`src/imt_pkg.sv`:
```
// Constants, register layout and types for the bus master transmitter.
// Assumes a single 100 MHz system clock and an open-drain SCL/SDA pair.
// How it works
// - Own-address recognition on the bus is active while format_select is 0.
// - With bit_order_select 0 each byte leaves most significant bit first.
// - With pause_insert 0 the acknowledge bit follows the eighth bit directly.
// - With reply_check_off 0 a ninth clock samples the receiver's acknowledge.
// - As master the block drives SCL and SDA; the slave acknowledges bytes.
// - peripheral_clock_halve picks the full or halved system clock for timing.
// - register_window_select 1 maps the bus registers onto the shared addresses.
// - own_address_reg keeps seven address bits above the format_select bit.
// - Own address must be valid since slave operation can occur in master use.
// - bus_unit_enable 1 turns the shared address from own address to mode_reg.
// - Arbitration loss drops master and transmit selects, going to slave receive.
// - bus_busy_flag reads 0 on a free bus; software waits for it first.
// - A start pulls SDA low while SCL stays high.
// - Writing data_shift_reg starts a byte; first byte is address with write bit.
// - After the data write SCL pulses go out with the shift register bits.
// - On the ninth clock done is set, acknowledge recorded and SCL held low.
// - Done flag and transfer_irq_enable both 1 raise the interrupt request.
// - Busy and gate both written 0 produce a stop: SDA rises with SCL high.

package imt_pkg;

  // Clock and bit timing.
  localparam int unsigned CLK_PERIOD_NS = 10;
  localparam int unsigned SCL_PERIOD_NS = 10000;
  localparam int unsigned QTR_CYCLES_DEF = SCL_PERIOD_NS / (4 * CLK_PERIOD_NS);

  // Register indices on the plain register port.
  localparam logic [2:0] ADDR_SHARED = 3'h0;
  localparam logic [2:0] ADDR_CTRL = 3'h1;
  localparam logic [2:0] ADDR_BUS = 3'h2;
  localparam logic [2:0] ADDR_DATA = 3'h3;
  localparam logic [2:0] ADDR_SYS = 3'h4;

  // Bit positions in the control register.
  localparam int CTRL_BUE = 7;
  localparam int CTRL_IE = 6;
  localparam int CTRL_REPLY = 3;
  localparam int CTRL_HIT = 2;

  // Bit positions in the bus command and status register.
  localparam int BUS_BUSY = 7;
  localparam int BUS_GATE = 6;
  localparam int BUS_MS = 5;
  localparam int BUS_TS = 4;
  localparam int BUS_ARB = 1;
  localparam int BUS_DONE = 0;

  // Bit positions in the system register.
  localparam int SYS_HALVE = 0;
  localparam int SYS_WIN = 1;

  // Reset values.
  localparam logic [7:0] OWN_ADDR_RST = 8'h00;
  localparam logic [7:0] MODE_RST = 8'h00;
  localparam logic [7:0] DATA_RST = 8'h00;

  // Own address layout.
  typedef struct packed {
    logic [6:0] slave_addr;
    logic format_select;
  } imt_own_addr_t;

  // Mode register layout.
  typedef struct packed {
    logic bit_order_select;
    logic pause_insert;
    logic reply_check_off;
    logic clock_rate_ext;
    logic spare;
    logic [2:0] clock_rate_sel;
  } imt_mode_t;

  // Quarter-bit phases of one SCL period.
  localparam logic [1:0] PH_SETUP = 2'h0;
  localparam logic [1:0] PH_RISE = 2'h1;
  localparam logic [1:0] PH_HIGH = 2'h2;
  localparam logic [1:0] PH_FALL = 2'h3;

  typedef enum logic [2:0] {
    ST_IDLE = 3'h0,
    ST_START = 3'h1,
    ST_HOLD = 3'h2,
    ST_BIT = 3'h3,
    ST_PAUSE = 3'h4,
    ST_ACK = 3'h5,
    ST_STOP = 3'h6
  } imt_state_t;

endpackage

```
`src/imt_master_tx.sv`:
```
// Bus master transmitter with a plain register port and open-drain pins.
// Assumes pin inputs already synchronous to clk_sys and external pull-ups.
`timescale 1ns/1ps
`default_nettype none

module imt_master_tx
  import imt_pkg::*;
#(
  parameter int unsigned QTR_CYCLES = QTR_CYCLES_DEF
) (
  // Clock and reset.
  input wire logic clk_sys,
  input wire logic nrst,
  // Register port.
  input wire logic [2:0] reg_addr,
  input wire logic [7:0] reg_wdata,
  input wire logic reg_wr,
  input wire logic reg_rd,
  output logic [7:0] reg_rdata,
  // Open-drain clock line.
  input wire logic scl_in,
  output logic scl_out,
  output logic scl_oe,
  // Open-drain data line.
  input wire logic sda_in,
  output logic sda_out,
  output logic sda_oe,
  // Interrupt request.
  output logic irq_req
);

  // The quarter length is shifted up to eight places into 16 bits.
  if (QTR_CYCLES < 1 || QTR_CYCLES > 255) begin : g_bad_qtr
    $error("QTR_CYCLES must lie between 1 and 255");
  end

  imt_state_t st;
  logic [1:0] ph;
  logic [2:0] bit_idx;
  imt_own_addr_t own_address_reg;
  imt_mode_t mode_reg;
  logic [7:0] data_shift_reg;
  logic bus_unit_enable, transfer_irq_enable, slave_reply_bit, own_hit;
  logic bus_busy_flag, master_select, transmit_select;
  logic arb_lost, transfer_done_flag;
  logic peripheral_clock_halve, register_window_select;
  logic ev_done, ev_ack, ack_val, ev_arb;
  logic half_tgl, tick, run, stretch, qdone;
  logic [15:0] qcnt, qlen, qlen_m1;
  logic scl_q, sda_q, start_seen, stop_seen, scl_rise;
  logic snif_act, hit_ev;
  logic [2:0] snif_cnt;
  logic [6:0] snif_sh;
  logic wr_shared, wr_ctrl, wr_bus, wr_data, wr_sys;
  logic start_req, stop_req;
  logic [7:0] rd_mux;

  // Picks the outgoing bit for an index under the selected bit order.
  function automatic logic pick_bit(input logic [2:0] idx);
    pick_bit = mode_reg.bit_order_select ? data_shift_reg[idx]
                                         : data_shift_reg[3'h7 - idx];
  endfunction

  // Write decode; bus registers hide while the window is closed.
  assign wr_shared = reg_wr && reg_addr == ADDR_SHARED
                     && register_window_select;
  assign wr_ctrl = reg_wr && reg_addr == ADDR_CTRL && register_window_select;
  assign wr_bus = reg_wr && reg_addr == ADDR_BUS && register_window_select;
  assign wr_data = reg_wr && reg_addr == ADDR_DATA && register_window_select;
  assign wr_sys = reg_wr && reg_addr == ADDR_SYS;

  // A start needs busy, master and transmit set with gate clear in one write, so no stray start occurs.
  assign start_req = wr_bus && reg_wdata[BUS_BUSY] && !reg_wdata[BUS_GATE]
                     && reg_wdata[BUS_MS] && reg_wdata[BUS_TS];
  assign stop_req = wr_bus && !reg_wdata[BUS_BUSY]
                    && !reg_wdata[BUS_GATE];

  // Timing tick: every cycle, or every other cycle when halved.
  assign tick = !peripheral_clock_halve || half_tgl;
  assign qlen = (16'(QTR_CYCLES) << mode_reg.clock_rate_sel)
                << mode_reg.clock_rate_ext;
  assign qlen_m1 = qlen - 16'h0001;
  assign run = st != ST_IDLE && st != ST_HOLD;
  // A slow or held SCL stretches the rise phase before timing resumes.
  assign stretch = ph == PH_RISE && !scl_in
                   && (st == ST_BIT || st == ST_ACK || st == ST_STOP);
  assign qdone = run && tick && !stretch && qcnt == qlen_m1;

  // Bus conditions observed on the lines.
  assign start_seen = scl_in && scl_q && sda_q && !sda_in;
  assign stop_seen = scl_in && scl_q && !sda_q && sda_in;
  assign scl_rise = scl_in && !scl_q;
  assign hit_ev = snif_act && scl_rise && snif_cnt == 3'h7
                  && !own_address_reg.format_select && bus_unit_enable
                  && snif_sh == own_address_reg.slave_addr;

  // Halving toggle and quarter counter.
  always_ff @(posedge clk_sys or negedge nrst) begin
    if (!nrst) begin
      half_tgl <= 1'b0;
      qcnt <= 16'h0000;
    end else begin
      half_tgl <= !half_tgl;
      if (!run || qdone) begin
        qcnt <= 16'h0000;
      end else if (tick && !stretch) begin
        qcnt <= qcnt + 16'h0001;
      end
    end
  end

  // Line history, bus busy tracking and own-address sniffing.
  always_ff @(posedge clk_sys or negedge nrst) begin
    if (!nrst) begin
      scl_q <= 1'b1;
      sda_q <= 1'b1;
      bus_busy_flag <= 1'b0;
      snif_act <= 1'b0;
      snif_cnt <= 3'h0;
      snif_sh <= 7'h00;
    end else begin
      scl_q <= scl_in;
      sda_q <= sda_in;
      if (start_seen) begin
        bus_busy_flag <= 1'b1;
      end else if (stop_seen) begin
        bus_busy_flag <= 1'b0;
      end
      if (start_seen) begin
        snif_act <= 1'b1;
        snif_cnt <= 3'h0;
      end else if (snif_act && scl_rise) begin
        snif_sh <= {snif_sh[5:0], sda_in};
        snif_cnt <= snif_cnt + 3'h1;
        if (snif_cnt == 3'h7) begin
          snif_act <= 1'b0;
        end
      end
    end
  end

  // Software registers; a hardware event wins over a same-cycle clear.
  always_ff @(posedge clk_sys or negedge nrst) begin
    if (!nrst) begin
      own_address_reg <= OWN_ADDR_RST;
      mode_reg <= MODE_RST;
      bus_unit_enable <= 1'b0;
      transfer_irq_enable <= 1'b0;
      slave_reply_bit <= 1'b0;
      own_hit <= 1'b0;
      peripheral_clock_halve <= 1'b0;
      register_window_select <= 1'b0;
      master_select <= 1'b0;
      transmit_select <= 1'b0;
      arb_lost <= 1'b0;
      transfer_done_flag <= 1'b0;
    end else begin
      if (wr_shared && bus_unit_enable) begin
        mode_reg <= reg_wdata;
      end else if (wr_shared) begin
        own_address_reg <= reg_wdata;
      end
      if (wr_ctrl) begin
        bus_unit_enable <= reg_wdata[CTRL_BUE];
        transfer_irq_enable <= reg_wdata[CTRL_IE];
      end
      if (ev_ack) begin
        slave_reply_bit <= ack_val;
      end else if (wr_ctrl) begin
        slave_reply_bit <= reg_wdata[CTRL_REPLY];
      end
      own_hit <= hit_ev || (own_hit && !(wr_ctrl && !reg_wdata[CTRL_HIT]));
      if (wr_sys) begin
        peripheral_clock_halve <= reg_wdata[SYS_HALVE];
        register_window_select <= reg_wdata[SYS_WIN];
      end
      if (ev_arb) begin
        master_select <= 1'b0;
        transmit_select <= 1'b0;
      end else if (wr_bus) begin
        master_select <= reg_wdata[BUS_MS];
        transmit_select <= reg_wdata[BUS_TS];
      end
      arb_lost <= ev_arb || (arb_lost && !(wr_bus && !reg_wdata[BUS_ARB]));
      transfer_done_flag <= ev_done || (transfer_done_flag
                            && !(wr_bus && !reg_wdata[BUS_DONE]));
    end
  end

  // The data register is frozen while a byte is on the wire.
  always_ff @(posedge clk_sys or negedge nrst) begin
    if (!nrst) begin
      data_shift_reg <= DATA_RST;
    end else if (wr_data && !run) begin
      data_shift_reg <= reg_wdata;
    end
  end

  // Transfer sequencer driving the open-drain enables.
  always_ff @(posedge clk_sys or negedge nrst) begin
    if (!nrst) begin
      st <= ST_IDLE;
      ph <= PH_SETUP;
      bit_idx <= 3'h0;
      scl_oe <= 1'b0;
      sda_oe <= 1'b0;
      ev_done <= 1'b0;
      ev_ack <= 1'b0;
      ack_val <= 1'b0;
      ev_arb <= 1'b0;
    end else begin
      ev_done <= 1'b0;
      ev_ack <= 1'b0;
      ev_arb <= 1'b0;
      if (!bus_unit_enable) begin
        // Disabling the unit frees a stuck bus at once.
        st <= ST_IDLE;
        scl_oe <= 1'b0;
        sda_oe <= 1'b0;
      end else begin
        case (st)
          ST_IDLE: begin
            if (start_req) begin
              sda_oe <= 1'b1;
              ph <= PH_SETUP;
              st <= ST_START;
            end
          end
          ST_START: begin
            if (qdone) begin
              scl_oe <= 1'b1;
              st <= ST_HOLD;
            end
          end
          ST_HOLD: begin
            // The clock stays low until software acts.
            if (stop_req) begin
              sda_oe <= 1'b1;
              ph <= PH_SETUP;
              st <= ST_STOP;
            end else if (wr_data && !transfer_done_flag
                         && master_select && transmit_select) begin
              // Byte loads this cycle, so the first bit is taken directly.
              sda_oe <= mode_reg.bit_order_select ? !reg_wdata[0]
                                                  : !reg_wdata[7];
              bit_idx <= 3'h0;
              ph <= PH_SETUP;
              st <= ST_BIT;
            end
          end
          ST_BIT: begin
            if (qdone) begin
              case (ph)
                PH_SETUP: begin
                  scl_oe <= 1'b0;
                  ph <= PH_RISE;
                end
                PH_RISE: begin
                  if (!sda_oe && !sda_in) begin
                    // Another master pulled a released line low.
                    scl_oe <= 1'b0;
                    ev_arb <= 1'b1;
                    ev_done <= 1'b1;
                    st <= ST_IDLE;
                  end else begin
                    ph <= PH_HIGH;
                  end
                end
                PH_HIGH: begin
                  scl_oe <= 1'b1;
                  ph <= PH_FALL;
                end
                PH_FALL: begin
                  ph <= PH_SETUP;
                  if (bit_idx != 3'h7) begin
                    bit_idx <= bit_idx + 3'h1;
                    sda_oe <= !pick_bit(3'(bit_idx + 3'h1));
                  end else if (mode_reg.pause_insert) begin
                    sda_oe <= 1'b0;
                    st <= ST_PAUSE;
                  end else if (!mode_reg.reply_check_off) begin
                    sda_oe <= 1'b0;
                    st <= ST_ACK;
                  end else begin
                    sda_oe <= 1'b0;
                    ev_done <= 1'b1;
                    st <= ST_HOLD;
                  end
                end
                default: ph <= PH_SETUP;
              endcase
            end
          end
          ST_PAUSE: begin
            // One full bit time with the clock held low.
            if (qdone) begin
              ph <= ph + 2'h1;
              if (ph == PH_FALL) begin
                if (!mode_reg.reply_check_off) begin
                  st <= ST_ACK;
                end else begin
                  ev_done <= 1'b1;
                  st <= ST_HOLD;
                end
              end
            end
          end
          ST_ACK: begin
            if (qdone) begin
              case (ph)
                PH_SETUP: begin
                  scl_oe <= 1'b0;
                  ph <= PH_RISE;
                end
                PH_RISE: begin
                  ev_ack <= 1'b1;
                  ack_val <= sda_in;
                  ph <= PH_HIGH;
                end
                PH_HIGH: begin
                  scl_oe <= 1'b1;
                  ph <= PH_FALL;
                end
                PH_FALL: begin
                  ev_done <= 1'b1;
                  ph <= PH_SETUP;
                  st <= ST_HOLD;
                end
                default: ph <= PH_SETUP;
              endcase
            end
          end
          ST_STOP: begin
            if (qdone) begin
              if (ph == PH_SETUP) begin
                scl_oe <= 1'b0;
                ph <= PH_RISE;
              end else begin
                sda_oe <= 1'b0;
                st <= ST_IDLE;
              end
            end
          end
          default: begin
            st <= ST_IDLE;
            scl_oe <= 1'b0;
            sda_oe <= 1'b0;
          end
        endcase
      end
    end
  end

  // Read multiplexer; closed window and unmapped addresses read zero.
  always_comb begin
    rd_mux = 8'h00;
    case (reg_addr)
      ADDR_SHARED: begin
        if (register_window_select) begin
          rd_mux = bus_unit_enable ? mode_reg : own_address_reg;
        end
      end
      ADDR_CTRL: begin
        if (register_window_select) begin
          rd_mux[CTRL_BUE] = bus_unit_enable;
          rd_mux[CTRL_IE] = transfer_irq_enable;
          rd_mux[CTRL_REPLY] = slave_reply_bit;
          rd_mux[CTRL_HIT] = own_hit;
        end
      end
      ADDR_BUS: begin
        if (register_window_select) begin
          rd_mux[BUS_BUSY] = bus_busy_flag;
          rd_mux[BUS_GATE] = 1'b1;
          rd_mux[BUS_MS] = master_select;
          rd_mux[BUS_TS] = transmit_select;
          rd_mux[BUS_ARB] = arb_lost;
          rd_mux[BUS_DONE] = transfer_done_flag;
        end
      end
      ADDR_DATA: begin
        if (register_window_select) begin
          rd_mux = data_shift_reg;
        end
      end
      ADDR_SYS: begin
        rd_mux[SYS_HALVE] = peripheral_clock_halve;
        rd_mux[SYS_WIN] = register_window_select;
      end
      default: rd_mux = 8'h00;
    endcase
  end

  // Read data stand for one cycle; pins only ever pull low.
  always_ff @(posedge clk_sys or negedge nrst) begin
    if (!nrst) begin
      reg_rdata <= 8'h00;
      irq_req <= 1'b0;
      scl_out <= 1'b0;
      sda_out <= 1'b0;
    end else begin
      reg_rdata <= reg_rd ? rd_mux : 8'h00;
      irq_req <= transfer_done_flag && transfer_irq_enable;
      scl_out <= 1'b0;
      sda_out <= 1'b0;
    end
  end
endmodule // imt_master_tx

`default_nettype wire

```
`config.mk`:
```
export PLATFORM = sky130hd
export DESIGN_NAME = imt_master_tx
export DESIGN_NICKNAME = d
export VERILOG_FILES = /design/src/imt_pkg.sv /design/src/imt_master_tx.sv
export SDC_FILE = /design/constraint.sdc
export NUM_CORES = 1
export LEC_CHECK = 0
export BUFFER_PORTS_ARGS = -buffer_cell sky130_fd_sc_hd__buf_4
export CAP_MARGIN = 20
export CORE_MARGIN = 2
export CORE_UTILIZATION = 45
export CTS_CLUSTER_SIZE = 14
export DETAILED_ROUTE_END_ITERATION = 12
export PLACE_DENSITY = 0.72
export SYNTH_ARGS = -nofsm -noshare
export SYNTH_HDL_FRONTEND = slang
export SYNTH_SLANG_ARGS = --single-unit
```
`constraint.sdc`:
```
create_clock -name clk_sys -period 5 [get_ports clk_sys]
set_input_delay 0.25 -clock clk_sys [delete_from_list [all_inputs] [get_ports clk_sys]]
set_output_delay 0.25 -clock clk_sys [all_outputs]
set_load 0.03 [all_outputs]
```
==> key figures, run 1 <==
Pwr
  • P per Cell Area: 428 nW/um^2
  • Reported leakage power: 2.56 nW
  • Maximum vdd drop: 0.255 mV

Status
  • Status: finished, final reports clean

Die
  • IO Pins: 30
  • Height of the chip: 112 um
  • Rows: 39
  • Die area: 12600 um^2
  • Starting Density: 46.2%
  • Core Region: 11400 um^2
  • Die X: 112 um

Setup path
  • Reg2Reg Depth: 11
  • Crit. End Element: flip-flop
  • Reg-to-reg slack, setup: 1250 ps
  • CP Launch Type: flip-flop
  • CP Class: reg -> reg
  • WP data required: 5230 ps
  • Crit path DAT: 3980 ps
  • Crit-path max FO: 24
  • Reg-to-Reg Start: mode_reg[2]
  • RR Endpoint: ack_val

Timing
  • Tcrit/Tclk final: 75.0%
  • Final Setup Violations: 0
  • Slew headroom: 35.7%
  • Highest clock rate: 267 MHz
  • Worst Tran Pin Value: 955 ps
  • Final setup margin: 1250 ps
  • Skew final: 4.88 ps
  • Min Tclk post-route: 3750 ps
  • Final Hold Fails: 0
  • Slew Viols, Final: 0
  • Unrepaired setup endpoints after global routing: false
  • Setup TNS: 0 ps

Clock tree
  • # Post-CTS Setup Buffers: 0
  • Clock Sinks: 88
  • Root Driver: clkbuf_16
  • Num CTS Buffers: 9
  • Skew-Pair Late Insertion Delay: 350 ps
  • Clock slew at reported path FFs: 60 ps
  • CTS tree: built
  • Htree depth: 3
  • Longest Clk Path Bufs: 2

Final layout
  • Net count, final: 595
  • Fin cells: 716
  • Final Util: 51.1%
  • Max reg flops: 16
  • Ratio of cells with drive above 1 in the final layout: 16.2%
  • Largest Register: qcnt
  • Ant diodes: 0
  • Area growth syn-to-layout: 10.5%

Synth
  • Most numerous cell in the Yosys netlist: dfrtp_1
  • Share of the synthesized area in the top cell type: 40.8%
  • #FFs+latches synth: 88
  • Mean Syn Cell Area: 9.44 um^2
  • Asr flop ratio synth: 100%
  • Area contributors post-synth: dfrtp_1, mux2_2, nand2_1, o21ai_0, mux2i_1
  • Yosys top cell by area: dfrtp_1
  • Mapped Cells: 559
  • Top cells by instance count after synthesis: dfrtp_1, nand2_1, o21ai_0
  • Post-synthesis sequential area ratio: 41.8%
  • Synth Cell Area: 5280 um^2
  • Synth cell types: 67
  • Post-synth EDFFs: 0
  • Top FF cell, synth: dfrtp_1
  • YS warnings: 0

Worst hold path
  • WHS Endpoint: sda_q
  • Hold crit path type: in -> reg
  • Hold Path Depth: 1
  • Hold Crit Start: sda_in

Run
  • Max-cap violations: 0

Global routing
  • First-pass GRT wire length: 21.8 mm
  • Largest net degree at the start of global routing: 47
  • Vias in the first global route: 4219
  • Total track usage: 21.6%
  • Initial antenna violation count: 0
  • Grt ovf: 0

Placement
  • Final HPWL DP: 9.30 mm
  • I/O Buffers: 27
  • Final RePlAce weighted congestion: 0.881
  • Post-Place Setup Slack: 1290 ps
  • Dpl cells: 698

Route
  • First-pass DRT Iterations: 5
  • Drt drc: 0
  • Per-cell routed wire length: 18.0 um
  • Detailed-route via count: 4251
  • DR iter-0 viols: 495
  • Vias/cell: 5.94
  • Routed wire length: 12.9 mm
  • ANT nets after route: 0
cell type report:
type	instances	area, um^2
well taps	143	179
repair buffers	30	225
multi-input cells	422	2860
clock inverters	6	68.8
flip-flops and latches	88	2200
clock buffers	10	229
fillers	1037	5590
inverters	17	63.8
cells in the final DEF (no fill, tap or decap), types with 3 or more instances in the layout:
cell / synthesis / layout
clkinvlp_4: 0 / 4
a22oi_1: 3 / 3
inv_1: 16 / 16
nor2_1: 36 / 36
o21ai_0: 40 / 40
nor2b_1: 9 / 9
ha_1: 10 / 10
or2_2: 5 / 5
and3_1: 10 / 10
nand2b_1: 12 / 12
a211oi_1: 5 / 5
nand4_1: 4 / 4
nor4_1: 3 / 3
nand2_1: 72 / 72
buf_4: 3 / 28
nor3_1: 9 / 9
a21oi_1: 25 / 25
mux4_2: 5 / 5
and2_1: 8 / 8
dfrtp_1: 86 / 86
xor2_1: 14 / 14
mux2_2: 29 / 29
or4_1: 3 / 3
o22ai_1: 7 / 7
a31oi_1: 6 / 6
nand3_1: 14 / 14
xnor2_1: 21 / 21
o21a_1: 4 / 4
clkbuf_16: 0 / 9
mux2i_1: 19 / 19
a22o_1: 4 / 4
stage by stage:
step / hold WS (ps) / total power, mW / cell area [um^2]
finish: 49.9 / 2.49 / 5830
global route: 40.5 / 2.65 / 5830
CTS: 41.4 / 2.50 / 5830
detailed placement: 268 / 1.82 / 5520
global placement: 258 / 1.80 / 5520
floorplan: -45.6 / 1.61 / 5280
worst max-delay path: stages, from the launching register on:
cell      delay [ps]
dfrtp_1          660
nor2_1           360
nand2_1          100
ha_1             300
and2_1           210
o21ai_0          160
nand4b_1         160
xor2_1           170
or4_1            670
nor2_2           290
and3_1           230
mux2_1           320
metal layers:
layer	vias to the layer above	wire [um]	track usage, %
met2	147	6210	34.3
met5	-	0	0
met3	22	742	5.24
met1	2078	5620	28.9
met4	0	292	8.37
li1	2004	-	-
worst max path at each step:
stage	start	to	slack, ps
floorplan	mode_reg[4]	ack_val	1720
global placement	mode_reg[2]	st[2]	1380
detailed placement	mode_reg[2]	st[1]	1290
CTS	mode_reg[2]	st[2]	1270
global route	mode_reg[2]	st[0]	980
finish	mode_reg[2]	ack_val	1250
power breakdown:
group	switching, mW	internal, mW	total [mW]	leakage (nW)
Clock	0.286	0.389	0.675	0.131
Combinational	0.379	0.360	0.739	1.26
Sequential	0.250	0.830	1.08	1.17
Total	0.915	1.58	2.49	2.56
logic make-up (layout without fill, tap and decap cells):
family          after synthesis  count (layout)  share of synthesized area (%)
flops                        88              88                           41.8
buf+inv                      50              63                           4.05
mux                          54              54                           12.1
fa+ha+maj                    10              10                           2.37
simple gates                202             202                           19.1
xor+xnor                     35              35                           5.81
compound gates              119             119                           14.7
other cells                   1               2                         0.0711
timing repair:
action,CTS,global route
hold endpoints to repair,40,0
setup endpoints to repair,0,0
hold buffers,1,0
gates resized for setup,0,0
No activity file was read; power rests on OpenSTA's default activity.
==> run 2, diff against run 1 <==
Settings changed: ABC_AREA from default to 1.
Clock period 5 ns to 3.8 ns, I/O delays scaled along.
==> key figures, run 2 <==
Status
  • Status: finished, final reports clean (unchanged)

Timing
  • Skew final: 9.64 ps (was 4.88 ps)
  • Tcrit/Tclk final: 68.2% (was 75.0%)
  • Unrepaired setup endpoints after global routing: false (unchanged)
  • Final Hold Fails: 0 (unchanged)
  • Slew headroom: 44.6% (was 35.7%)
  • Slew Viols, Final: 0 (unchanged)
  • Highest clock rate: 386 MHz (was 267 MHz)
  • Worst Tran Pin Value: 831 ps (was 955 ps)
  • Min Tclk post-route: 2590 ps (was 3750 ps)
  • Final Setup Violations: 0 (unchanged)
  • Setup TNS: 0 ps (unchanged)

Placement
  • I/O Buffers: 27 (unchanged)
  • Final HPWL DP: 9.91 mm (was 9.30 mm)
  • Final RePlAce weighted congestion: 0.929 (was 0.881)

Die
  • Die area: 12400 um^2 (was 12600 um^2)
  • Starting Density: 45.8% (was 46.2%)
  • Rows: 39 (unchanged)
  • Die X: 111 um (was 112 um)
  • IO Pins: 30 (unchanged)
  • Height of the chip: 111 um (was 112 um)
  • Core Region: 11300 um^2 (was 11400 um^2)

Setup path
  • CP Launch Point: mode_reg[1] (was mode_reg[2])
  • Reg-to-Reg Start: mode_reg[1] (was mode_reg[2])
  • Crit-path max FO: 11 (was 24)
  • CP endpoint: st[2] (was ack_val)
  • Reg2Reg Depth: 17 (was 11)
  • CP Launch Type: flip-flop (unchanged)
  • Crit. End Element: flip-flop (unchanged)
  • Crit path DAT: 2830 ps (was 3980 ps)
  • WP data required: 4030 ps (was 5230 ps)
  • RR Endpoint: st[2] (was ack_val)
  • Reg-to-reg slack, setup: 1210 ps (was 1250 ps)
  • CP Class: reg -> reg (unchanged)

Global routing
  • Initial antenna violation count: 0 (unchanged)
  • Total track usage: 22.1% (was 21.6%)
  • Grt ovf: 0 (unchanged)
  • Largest net degree at the start of global routing: 66 (was 47)
  • First-pass GRT wire length: 22.4 mm (was 21.8 mm)
  • Vias in the first global route: 4690 (was 4219)

Synth
  • Synth Cell Area: 5190 um^2 (was 5280 um^2)
  • #FFs+latches synth: 88 (unchanged)
  • Post-synthesis sequential area ratio: 42.5% (was 41.8%)
  • Synth cell types: 45 (was 67)
  • Post-synth EDFFs: 0 (unchanged)
  • Area contributors post-synth: dfrtp_1, nand2_1, inv_1, o21ai_0, nand3_1 (was dfrtp_1, mux2_2, nand2_1, o21ai_0, mux2i_1)
  • Yosys top cell by area: dfrtp_1 (unchanged)
  • Mapped Cells: 720 (was 559)
  • Mean Syn Cell Area: 7.21 um^2 (was 9.44 um^2)
  • Top FF cell, synth: dfrtp_1 (unchanged)
  • Top cells by instance count after synthesis: nand2_1, inv_1, dfrtp_1 (was dfrtp_1, nand2_1, o21ai_0)
  • Share of the synthesized area in the top cell type: 41.5% (was 40.8%)
  • Asr flop ratio synth: 100% (unchanged)
  • YS warnings: 0 (unchanged)
  • Most numerous cell in the Yosys netlist: nand2_1 (was dfrtp_1)

Final layout
  • Ratio of cells with drive above 1 in the final layout: 9.95% (was 16.2%)
  • Most frequent cells in the layout: nand2_1, inv_1, dfrtp_1, o21ai_0, nor2_1 (was dfrtp_1, nand2_1, o21ai_0, nor2_1, mux2_2)
  • Max reg flops: 16 (unchanged)
  • Net count, final: 776 (was 595)
  • Area growth syn-to-layout: 13.1% (was 10.5%)
  • Largest Register: qcnt (unchanged)
  • Commonest non-fill, non-tap cell in the layout: nand2_1 (was dfrtp_1)
  • Ant diodes: 0 (unchanged)

Clock tree
  • Clock Sinks: 88 (unchanged)
  • # Post-CTS Setup Buffers: 0 (unchanged)
  • Skew-Pair Late Insertion Delay: 350 ps (about the same)
  • Root Driver: clkbuf_16 (unchanged)
  • Htree depth: 3 (unchanged)
  • Clock slew at reported path FFs: 70 ps (was 60 ps)
  • Num CTS Buffers: 9 (unchanged)
  • CTS tree: built (unchanged)
  • Longest Clk Path Bufs: 2 (unchanged)

Pwr
  • Clock power frac: 26.0% (was 27.1%)
  • Flop pwr share: 37.5% (was 43.3%)
  • Switching Share: 41.1% (was 36.7%)
  • P_int: 2.11 mW (was 1.58 mW)
  • P per Cell Area: 610 nW/um^2 (was 428 nW/um^2)
  • Gate power share: 36.5% (was 29.6%)
  • Maximum vdd drop: 0.310 mV (was 0.255 mV)
  • P_sw: 1.47 mW (was 0.915 mW)
  • Reported leakage power: 2.87 nW (was 2.56 nW)
  • Power, Total: 3.58 mW (was 2.49 mW)

Route
  • DR iter-0 viols: 459 (was 495)
  • ANT nets after route: 0 (unchanged)
  • Per-cell routed wire length: 14.6 um (was 18.0 um)
  • First-pass DRT Iterations: 5 (unchanged)
  • Vias/cell: 5.52 (was 5.94)
  • Routed wire length: 13.1 mm (was 12.9 mm)
  • Detailed-route via count: 4949 (was 4251)
  • Drt drc: 0 (unchanged)

Worst hold path
  • Hold Path Depth: 2 (was 1)
  • Hold crit path type: in -> reg (unchanged)

Run
  • Max-cap violations: 0 (unchanged)
==> run 2: cell count changes in the layout (fill, tap and decap cells not counted), sizes merged, moves of 10 or more <==
cell,previous run,this run
nand2,72,210
mux2i,19,0
nand2b,12,0
nand3,14,58
inv,18,101
nor2,37,66
xor2,14,1
o21ai,41,75
xnor2,21,1
o211ai,1,11
mux2,30,0
==> run 2: layout make-up <==
class                   instances  area (um^2)
clock inverters                 7         88.8
repair buffers                 34          263
well taps                     143          179
clock buffers                   9          225
fillers                      1088         5450
multi-input cells             517         2540
inverters                      99          372
flip-flops and latches         88         2200
==> run 2: per-stage QoR <==
| stage | hold slack [ps] | worst slack [ps] | cells | utilization, % | area, um^2 |
|---|---|---|---|---|---|
| 3_3_place_gp | 342 | 1330 | 878 | 48.8 | 5520 |
| 4_1_cts | 97.7 | 1200 | 897 | 51.8 | 5870 |
| 5_1_grt | 114 | 867 | 897 | 51.8 | 5870 |
| 6_report | 108 | 1210 | 897 | 51.8 | 5870 |
| 2_1_floorplan | -106 | 1460 | 721 | - | 5190 |
| 3_5_place_dp | 343 | 1210 | 878 | 48.8 | 5520 |
==> run 2: worst max-delay path: stages, from the launching register on <==
cell and delay (ps):
dfrtp_1 490, nor2_1 240, nand2_2 120, ha_1 320
nand2_1 70, inv_1 40, nor2_1 70, nand2_1 50
nor2_1 80, nand3_1 70, nor2_1 80, nand3_1 120
nor2_4 160, nand2_4 130, a21oi_4 220, nand2_2 90
nand2_1 70, nand2_1 50
==> run 2: power by group through the flow <==
stage	clock, mW	sequential (mW)	combinational, mW
floorplan	0	1.29	1.00
global placement	0	1.34	1.25
detailed placement	0	1.35	1.29
CTS	0.948	1.34	1.30
global route	0.996	1.37	1.49
finish	0.933	1.34	1.31
==> run 2: worst min-delay path by stage <==
stage,from,to
floorplan,nrst,ack_val
global placement,nrst,own_address_reg[1]
detailed placement,sda_in,sda_q
CTS,reg_rd,reg_rdata[0]
global route,reg_rd,reg_rdata[0]
finish,reg_rd,reg_rdata[0]
==> run 2: per-layer routing <==
metal	vias up	part of all wire [%]	GRT usage, %
met2	174	46	35.0
li1	2406	-	-
met5	-	0	0
met4	0	1.4	6.83
met3	17	6.1	3.97
met1	2352	47	31.4
==> run 2: kinds of logic (layout without fill, tap and decap cells) <==
| group | count (synthesis) | count (layout) | synth area share [%] |
|---|---|---|---|
| and+or+nand+nor | 358 | 358 | 29.5 |
| AOI/OAI and AO/OA | 145 | 145 | 16.5 |
| buffers and inverters | 116 | 149 | 8.73 |
| DFF | 88 | 88 | 42.5 |
| adders and majority gates | 10 | 10 | 2.41 |
| xor gates and xnor gates | 2 | 2 | 0.338 |
| other | 1 | 2 | 0.0723 |
==> run 2: what timing repair did <==
action / 4_1_cts / 5_1_grt
endpoints found under the hold margin: 66 / 0
gates resized for setup: 0 / 0
endpoints found under the setup margin: 0 / 0
hold buffers: 3 / 0
